$ cat src/hw/elcd_pkg.sv
/*
  Shared constants for the column shift-latch driver and its controller.
  Assumes a single 25 MHz system clock shared by both ends.
*/
package elcd_pkg;
  localparam int unsigned COLUMN_COUNT    = 32;
  localparam int unsigned CLK_PERIOD_NS   = 40;
  // Least gap from the last shift clock edge to the latch-load pulse.
  localparam int unsigned SHIFT_TO_LOAD_NS = 300;
  localparam int unsigned SHIFT_TO_LOAD_CYC =
    (SHIFT_TO_LOAD_NS + CLK_PERIOD_NS - 1) / CLK_PERIOD_NS;
  // Least latch-load pulse width, rounded up to whole cycles.
  localparam int unsigned LOAD_PULSE_NS   = 100;
  localparam int unsigned LOAD_PULSE_CYC  =
    (LOAD_PULSE_NS + CLK_PERIOD_NS - 1) / CLK_PERIOD_NS;
  // Least shift clock pulse width, high and low alike.
  localparam int unsigned SHIFT_PULSE_NS  = 150;
  localparam int unsigned SHIFT_PULSE_CYC =
    (SHIFT_PULSE_NS + CLK_PERIOD_NS - 1) / CLK_PERIOD_NS;
  localparam int unsigned CNT_W  = 6;
  localparam logic [0:0] BANK_TOP = 1'h0;
  localparam logic [0:0] BANK_BOT = 1'h1;
  typedef enum logic [2:0] {
    ELCD_IDLE, ELCD_SHIFT_LO, ELCD_SHIFT_HI, ELCD_GAP, ELCD_LOAD
  } elcd_state_e;
endpackage : elcd_pkg

$ cat src/hw/elcd_link_if.sv
/*
  Link between the timing controller and one column driver.
  Assumes both ends sample on clk_sys_i.
*/
`timescale 1ns/1ps
interface elcd_link_if;
  logic shift_clk;
  logic serial_in;
  logic latch_load;
  logic out_enable;
  logic cascade_out;
  modport device (input shift_clk, input serial_in, input latch_load,
                  input out_enable, output cascade_out);
  modport ctrl (output shift_clk, output serial_in, output latch_load,
                output out_enable, input cascade_out);
endinterface : elcd_link_if

$ cat src/hw/elcd_ctrl.sv
/*
  Timing controller end: shifts a 32-bit line, waits, pulses latch-load
  and gates the column enable with the row drive window. Alternates banks.
  Assumes line_valid_i is held until line_ready_o pulses.
*/
`timescale 1ns/1ps
module elcd_ctrl
  import elcd_pkg::*;
(
  input  wire logic                    clk_sys_i,
  input  wire logic                    sys_rst_i,
  input  wire logic [COLUMN_COUNT-1:0] line_data_i,
  input  wire logic                    line_valid_i,
  input  wire logic                    row_drive_i,
  elcd_link_if.ctrl                    link,
  output logic                         line_ready_o,
  output logic                         bank_o
);
  elcd_state_e      state;
  elcd_state_e      next_state;
  logic [CNT_W-1:0] cnt;
  logic [CNT_W-1:0] bits;
  logic [COLUMN_COUNT-1:0] data;
  logic sclk;
  logic sdat;
  logic load;
  logic oe;
  wire  cnt_done_pulse;
  wire  cnt_done_gap;
  wire  cnt_done_load;

  assign cnt_done_pulse = cnt == CNT_W'(SHIFT_PULSE_CYC - 1);
  assign cnt_done_gap   = cnt == CNT_W'(SHIFT_TO_LOAD_CYC - 1);
  assign cnt_done_load  = cnt == CNT_W'(LOAD_PULSE_CYC - 1);

  always_comb
  begin
    next_state = state;
    case (state)
      ELCD_IDLE:     if (line_valid_i) next_state = ELCD_SHIFT_LO;
      ELCD_SHIFT_LO: if (cnt_done_pulse) next_state = ELCD_SHIFT_HI;
      ELCD_SHIFT_HI:
        if (cnt_done_pulse)
          next_state = (bits == CNT_W'(COLUMN_COUNT - 1)) ? ELCD_GAP
                                                          : ELCD_SHIFT_LO;
      ELCD_GAP:      if (cnt_done_gap) next_state = ELCD_LOAD;
      ELCD_LOAD:     if (cnt_done_load) next_state = ELCD_IDLE;
      default:       next_state = ELCD_IDLE;
    endcase
  end

  always_ff @(posedge clk_sys_i)
  begin
    if (sys_rst_i)
    begin
      state <= ELCD_IDLE;
      cnt   <= '0;
      bits  <= '0;
      data  <= '0;
      sclk  <= 1'b0;
      sdat  <= 1'b0;
      load  <= 1'b0;
      oe    <= 1'b0;
      line_ready_o <= 1'b0;
      bank_o <= BANK_TOP;
    end
    else
    begin
      state <= next_state;
      cnt   <= (next_state != state) ? '0 : cnt + CNT_W'(1);
      line_ready_o <= 1'b0;
      oe    <= row_drive_i;
      if (state == ELCD_IDLE && line_valid_i)
      begin
        data <= line_data_i;
        bits <= '0;
        sdat <= line_data_i[COLUMN_COUNT-1];
      end
      if (state == ELCD_SHIFT_LO && cnt_done_pulse)
        sclk <= 1'b1;
      if (state == ELCD_SHIFT_HI && cnt_done_pulse)
      begin
        sclk <= 1'b0;
        bits <= bits + CNT_W'(1);
        data <= {data[COLUMN_COUNT-2:0], 1'b0};
        sdat <= data[COLUMN_COUNT-2];
      end
      load <= (next_state == ELCD_LOAD);
      if (state == ELCD_LOAD && cnt_done_load)
      begin
        line_ready_o <= 1'b1;
        bank_o <= ~bank_o;
      end
    end
  end

  assign link.shift_clk  = sclk;
  assign link.serial_in  = sdat;
  assign link.latch_load = load;
  assign link.out_enable = oe;
endmodule : elcd_ctrl

$ cat src/flat_wrapper.sv
// flat-port wrapper written by rule: the top's interface ports become plain ports
module elcd_ctrl_flat import elcd_pkg::*;
  (clk_sys_i, sys_rst_i, line_data_i, line_valid_i, row_drive_i, line_ready_o, bank_o, link_shift_clk, link_serial_in, link_latch_load, link_out_enable, link_cascade_out);
  elcd_link_if link_i ();
  input  wire logic clk_sys_i;
  input  wire logic sys_rst_i;
  input  wire logic [COLUMN_COUNT-1:0] line_data_i;
  input  wire logic line_valid_i;
  input  wire logic row_drive_i;
  output logic line_ready_o;
  output logic bank_o;
  output wire logic [$bits(link_i.shift_clk)-1:0] link_shift_clk;
  output wire logic [$bits(link_i.serial_in)-1:0] link_serial_in;
  output wire logic [$bits(link_i.latch_load)-1:0] link_latch_load;
  output wire logic [$bits(link_i.out_enable)-1:0] link_out_enable;
  input wire logic [$bits(link_i.cascade_out)-1:0] link_cascade_out;
  assign link_shift_clk = link_i.shift_clk;
  assign link_serial_in = link_i.serial_in;
  assign link_latch_load = link_i.latch_load;
  assign link_out_enable = link_i.out_enable;
  assign link_i.cascade_out = link_cascade_out;
  elcd_ctrl u_core (.clk_sys_i(clk_sys_i), .sys_rst_i(sys_rst_i), .line_data_i(line_data_i), .line_valid_i(line_valid_i), .row_drive_i(row_drive_i), .link(link_i), .line_ready_o(line_ready_o), .bank_o(bank_o));
endmodule
$ cat config.mk
export PLATFORM = sky130hd
export DESIGN_NAME = elcd_ctrl_flat
export DESIGN_NICKNAME = d
export VERILOG_FILES = /design/src/hw/elcd_pkg.sv /design/src/hw/elcd_link_if.sv /design/src/hw/elcd_ctrl.sv /design/src/flat_wrapper.sv
export SDC_FILE = /design/constraint.sdc
export NUM_CORES = 1
export LEC_CHECK = 0
export BUFFER_PORTS_ARGS = -buffer_cell sky130_fd_sc_hd__buf_2
export CAP_MARGIN = 30
export CORE_MARGIN = 8
export CORE_UTILIZATION = 55
export CTS_CLUSTER_DIAMETER = 80
export CTS_CLUSTER_SIZE = 28
export DETAILED_ROUTE_END_ITERATION = 12
export PLACE_DENSITY = 0.78
export SYNTH_ARGS = -nofsm -noshare
export SYNTH_HDL_FRONTEND = slang
export SYNTH_SLANG_ARGS = --single-unit
export TNS_END_PERCENT = 100
$ cat constraint.sdc
create_clock -name clk_sys_i -period 2.1 [get_ports clk_sys_i]
set_input_delay 0.21 -clock clk_sys_i [delete_from_list [all_inputs] [get_ports clk_sys_i]]
set_output_delay 0.21 -clock clk_sys_i [all_outputs]
set_load 0.02 [all_outputs]
Yosys cells after proc, flatten, opt, wreduce, memory -nomap -nowiden
Cells that the tools add are included.

storage, ports and cells
  word-level logic and storage cells = 46
  register bits after elaboration = 52
  output and inout bits = 6
  input port bits = 37

cells by class
  add/subtract/negate cells = 2
  bitwise operators = 1
  mux-type cells = 14
  reduce and logical (&&, ||, !) cells = 8
  equality and inequality tests = 10

operators with widths
  operator               number
  $mux W31               2
  $mux W3                5
  $pmux W3 S5            1
  $add A6 B1 Y6 const B  2
  $eq A6 B2 Y1 const B   2
  $mux W6                2
  $eq A3 B2 Y1 const B   2
  $eq A3 B3 Y1 const B   2
  $eq A6 B3 Y1 const B   1
  $eq A6 B5 Y1 const B   1
  $logic_and A1 B1 Y1    4
  $reduce_or A2 Y1       2
  $eq A3 B1 Y1 const B   1
  $logic_not A3 Y1       1
  $mux W1                3
  $ne A3 B3 Y1           1
  $mux W2                1
  $reduce_bool A2 Y1     1
  $not A1 Y1             1

Depth between registers and ports, before layout
  word-level depth = 6
  gate-level depth with buffers = 7
  depth with buffers taken out = 6

Worst setup path before layout
Ideal clock, no wire load.

  kind = register -> register
  from = register u_core.cnt[0]
  to = register u_core.sdat (netlist: u_core.link.serial_in)
  stages on the path, launching flop included = 8
  library setup time = 0.133 ns
  buffers on the path = 2
  data arrival time = 1.526 ns
  slack = 0.442 ns
  clock period less this slack = 1.658 ns
  data required time = 1.967 ns
  path through = dfxtp_1 -> ha_1 -> nor4b_4 -> nand2_1 -> buf_4 -> buf_2 -> nor2_1 -> a211oi_2

on the way
  longest elaborated chain between the ends = 3

RTL lines
  what                                                  RTL line         RTL
  start: declaration                                    elcd_ctrl.sv:21  logic [CNT_W-1:0] cnt;
  start signal: assignment                              elcd_ctrl.sv:70  cnt <= (next_state != state) ? '0 : cnt + CNT_W'(1);
  $eq A6 B2 Y1 (*)                                      elcd_ctrl.sv:32  assign cnt_done_pulse = cnt == CNT_W'(SHIFT_PULSE_CYC - 1);
  $logic_and A1 B1 Y1 (*)                               elcd_ctrl.sv:81  if (state == ELCD_SHIFT_HI && cnt_done_pulse)
  $mux W1 / $reduce_bool A2 Y1 (equally long branches)  n/a
  end signal: assignment                                elcd_ctrl.sv:77  sdat <= line_data_i[COLUMN_COUNT-1];
  end signal: assignment                                elcd_ctrl.sv:86  sdat <= data[COLUMN_COUNT-2];
  end: declaration                                      elcd_ctrl.sv:25  logic sdat;

Every way passes the cells marked *; elsewhere a longest branch is shown, timed or not.
A chain may end at the register's enable or synchronous reset.

Final worst setup path
  from = register u_core.cnt[0]
  to = register u_core.bits[3]

on the way
  longest elaborated chain between the ends = 3

RTL lines
  what                                                  RTL line         RTL
  $eq A6 B2 Y1 (*)                                      elcd_ctrl.sv:32
  $logic_and A1 B1 Y1 (*)                               elcd_ctrl.sv:81
  $mux W6 / $reduce_bool A2 Y1 (equally long branches)  n/a
  end signal: assignment                                elcd_ctrl.sv:84  bits <= bits + CNT_W'(1);
  end: declaration                                      elcd_ctrl.sv:22  logic [CNT_W-1:0] bits;

Marked as above.

==> impl_metrics.toml <==
[worst_setup_path]
r2r-end = "u_core.bits[3]$_SDFFE_PP0P_"
regToRegSetupSlack_ns = 0.24
critical_path_peak_fanout = 10
rr_startpoint = "u_core.cnt[0]$_SDFF_PP0_"
worstPathBufferInverterCount = 0
worstPathRequired_ns = 2.33
cpMaxStageDelayCell = "sky130_fd_sc_hd__nor4b_4"
critical-path-max-stage-delay_ns = 0.40
start_kind = "register"
crit_family = "simple AND/OR/NAND/NOR gates"
reg2regPathDepth = 5
worstSetupEndpointType = "register"
worst-setup-path-type = "reg -> reg"
worst-endpoint-arrival_ns = 2.09
sequence_of_cells_on_the_critical_path = "ha_1 > nor4b_4 > and2_1 > a41oi_1 > a211oi_2"

[timing]
fin_worst_skew_ns = 0.00659
post-route-period-util = 0.888
totalNegativeSetupSlack_ns = 0
grt_setup_unrepaired = "false"
finalMaxSlewViolations = 0
maxSlewHeadroom = 0.662
timing.final.hold_violations = 0
hold_slack_ns = 0.125
clock.fmax_mhz = 536
report.final.setup_viol = 0
tightest_slew_ns = 0.506
post-route-min-period_ns = 1.86

[placement]
globalplace.congestion = 0.817
placement.io_buffers = 41
place.detailed.hpwl_mm = 3.23

[finish]
diodes_inserted = 0
layout.filler_cells = 368
layout-drive-gt1-share = 0.228
syn2layout_area_growth_pct = 11.3
area_taken_by_multi_input_logic_gates_mm2 = 0.00130
seq_area_mm2 = 0.00104
layout.nets = 329

[synth]
post_synth.cell_area_avg_um2 = 9.70
synthesis.instances = 257
number_of_enable_flip_flop_cells_after_synthesis = 0
asyncSetResetFlopFracSynth = 0
synth_fp_nets = 297
synth.ff_latch_count = 52
synth_top_flop_cell = "sky130_fd_sc_hd__dfxtp_1"
syn_area_mm2 = 0.00249
synth.yosys.seq_area_share = 0.417
number_of_unique_standard_cell_types_used_by_synthesis = 43
synth_warnings = 0

[clock_network]
clk_latency_worst_skew_pair_ns = 0.30
clkSinkCount = 52
cts.root.buffer_cell = "sky130_fd_sc_hd__clkbuf_8"
cts_buffers = 5
cts.reportedPaths.clkPinSlew_ns = 0.09
post_cts_resize_count = 0
clock_tree.buffer_depth = 2
hold_buffers = 0
cts_setup_buffers = 0
tritoncts = "done"
cts_max_level = 2

[grt]
globalRoute.totalOverflow = 0
grt_pass1_wl_mm = 8.29
grt_max_degree = 64
grt.total_usage = 0.138
initial_antenna_violation_count = 0
grt_pass1_vias = 1888

[hold_path]
whs_path_depth = 2
hold_class = "in -> reg"
hold_path_startpoint = "row_drive_i"
worstHoldEndpoint = "u_core.link.out_enable$_SDFF_PP0_"

[die]
design.portCount = 43
fp-row-count = 24
die_x_um = 83.3
initial_core_util = 0.573
floorplan.core_area_mm2 = 0.00435
die_h_um = 83.3
floorplan.die_area_mm2 = 0.00694

[job]
drv.max_cap_violation_count = 0

[power_and_ir_drop]
leakage_nw = 1.15
power_density_mw_per_mm2 = 674
worst_ir_drop_vdd_mv = 0.369

[detailed_routing]
first_pass_iters = 4
routed_wl_mm = 4.69
vias_per_cell = 5.58
drt.antenna.violating_nets = 0
drcViolationCount = 0
detailedRoute.firstIterationViolations = 152
routedWlPerCell_um = 13.7
vias = 1909

[outcome]
run_status = "finished, final reports clean"
-- worst register-to-register path, delay by kind of cell (launching register included) --
| kind | cells | cell delay, ns |
|---|---|---|
| and+or+nand+nor | 2 | 0.78 |
| DFF | 1 | 0.38 |
| AOI/OAI and AO/OA | 2 | 0.37 |
| adders and majority gates | 1 | 0.26 |
-- layout make-up --
| cell class | instances | area share |
|---|---|---|
| clock buffer | 6 | 0.0298 |
| clock inverter | 2 | 0.00361 |
| inverter | 3 | 0.00406 |
| multi-input combinational | 181 | 0.468 |
| sequential | 52 | 0.375 |
| tap | 52 | 0.0234 |
| timing repair buffer | 46 | 0.0965 |
-- layer usage --
metal  global-route usage  wire length [µm]  up-vias
met5                    0                 0        -
met4               0.0527                57        0
met3               0.0410               236        6
met2                0.216              2160       41
met1                0.172              2230      865
li1                     -                 -      997
-- stage by stage --
step | std cells | util | setup slack [ns] | total power, mW | cell area, µm²
6_report | 342 | 0.637 | 0.235 | 1.87 | 2780
5_1_grt | 342 | 0.637 | 0.107 | 1.95 | 2780
3_3_place_gp | 334 | 0.616 | 0.297 | 1.32 | 2680
2_1_floorplan | 257 | - | 0.442 | 1.26 | 2490
4_1_cts | 342 | 0.637 | 0.247 | 1.90 | 2780
3_5_place_dp | 334 | 0.616 | 0.268 | 1.32 | 2680
-- state kept, by name (all words and copies together) (netlist names) --
name	flops
u_core.link.shift_clk	1
u_core.line_ready_o	1
u_core.state	3
u_core.cnt	6
u_core.link.out_enable	1
u_core.bits	6
u_core.link.serial_in	1
u_core.link.latch_load	1
u_core.data	31
u_core.bank_o	1
-- placed cells by master, fill, tap and decap left out, types with 4 or more instances in the layout --
cell	synthesis	layout
sky130_fd_sc_hd__clkbuf_8	0	6
sky130_fd_sc_hd__a211oi_2	6	6
sky130_fd_sc_hd__nand2_1	8	7
sky130_fd_sc_hd__dfxtp_1	52	52
sky130_fd_sc_hd__nor2b_1	4	4
sky130_fd_sc_hd__mux2i_1	34	34
sky130_fd_sc_hd__nor3_1	10	10
sky130_fd_sc_hd__a211oi_1	26	26
sky130_fd_sc_hd__nand3_1	5	5
sky130_fd_sc_hd__xor2_1	4	4
sky130_fd_sc_hd__buf_2	6	41
sky130_fd_sc_hd__a21oi_1	6	6
sky130_fd_sc_hd__nor2_1	41	41
-- power by group --
part	switching, mW	internal [mW]	total (mW)
sequential	0.0349	1.04	1.07
combinational	0.106	0.117	0.224
clock	0.311	0.263	0.574
total	0.452	1.42	1.87
-- how the worst max path moves through the flow --
stage	start	slack, ns	cells after the start	to
2_1_floorplan	u_core.cnt[0]$_SDFF_PP0_	0.44	7	u_core.link.serial_in$_SDFFE_PP0P_
3_3_place_gp	u_core.cnt[0]$_SDFF_PP0_	0.30	5	u_core.bits[3]$_SDFFE_PP0P_
3_5_place_dp	u_core.cnt[0]$_SDFF_PP0_	0.27	5	u_core.bits[3]$_SDFFE_PP0P_
4_1_cts	u_core.cnt[0]$_SDFF_PP0_	0.25	5	u_core.bits[3]$_SDFFE_PP0P_
5_1_grt	u_core.cnt[0]$_SDFF_PP0_	0.11	5	u_core.bits[3]$_SDFFE_PP0P_
6_report	u_core.cnt[0]$_SDFF_PP0_	0.24	5	u_core.bits[3]$_SDFFE_PP0P_
-- synthesized netlist by cell type, drive strengths merged (4+ instances only) --
cell,n,area share
mux2i,34,0.14
nor2b,4,0.010
o21ai,4,0.0080
nor2,41,0.062
a21oi,6,0.012
xor2,4,0.014
nand3,5,0.010
dfxtp,52,0.42
nand2,8,0.012
buf,16,0.051
nor3,10,0.020
nor4b,6,0.038
clkbuf,5,0.0075
a211oi,32,0.11
-- cells by family (layout without fill, tap and decap cells) --
kind of cell	after synthesis	count (layout)	share of synthesized area
muxes	34	34	0.136
AOI/OAI and AO/OA	52	52	0.161
and+or+nand+nor	86	86	0.186
adders and majority gates	3	3	0.0151
buffers and inverters	24	57	0.0632
xor gates and xnor gates	6	6	0.0211
DFF	52	52	0.417
Note: power is estimated with default switching activity, not from simulation.
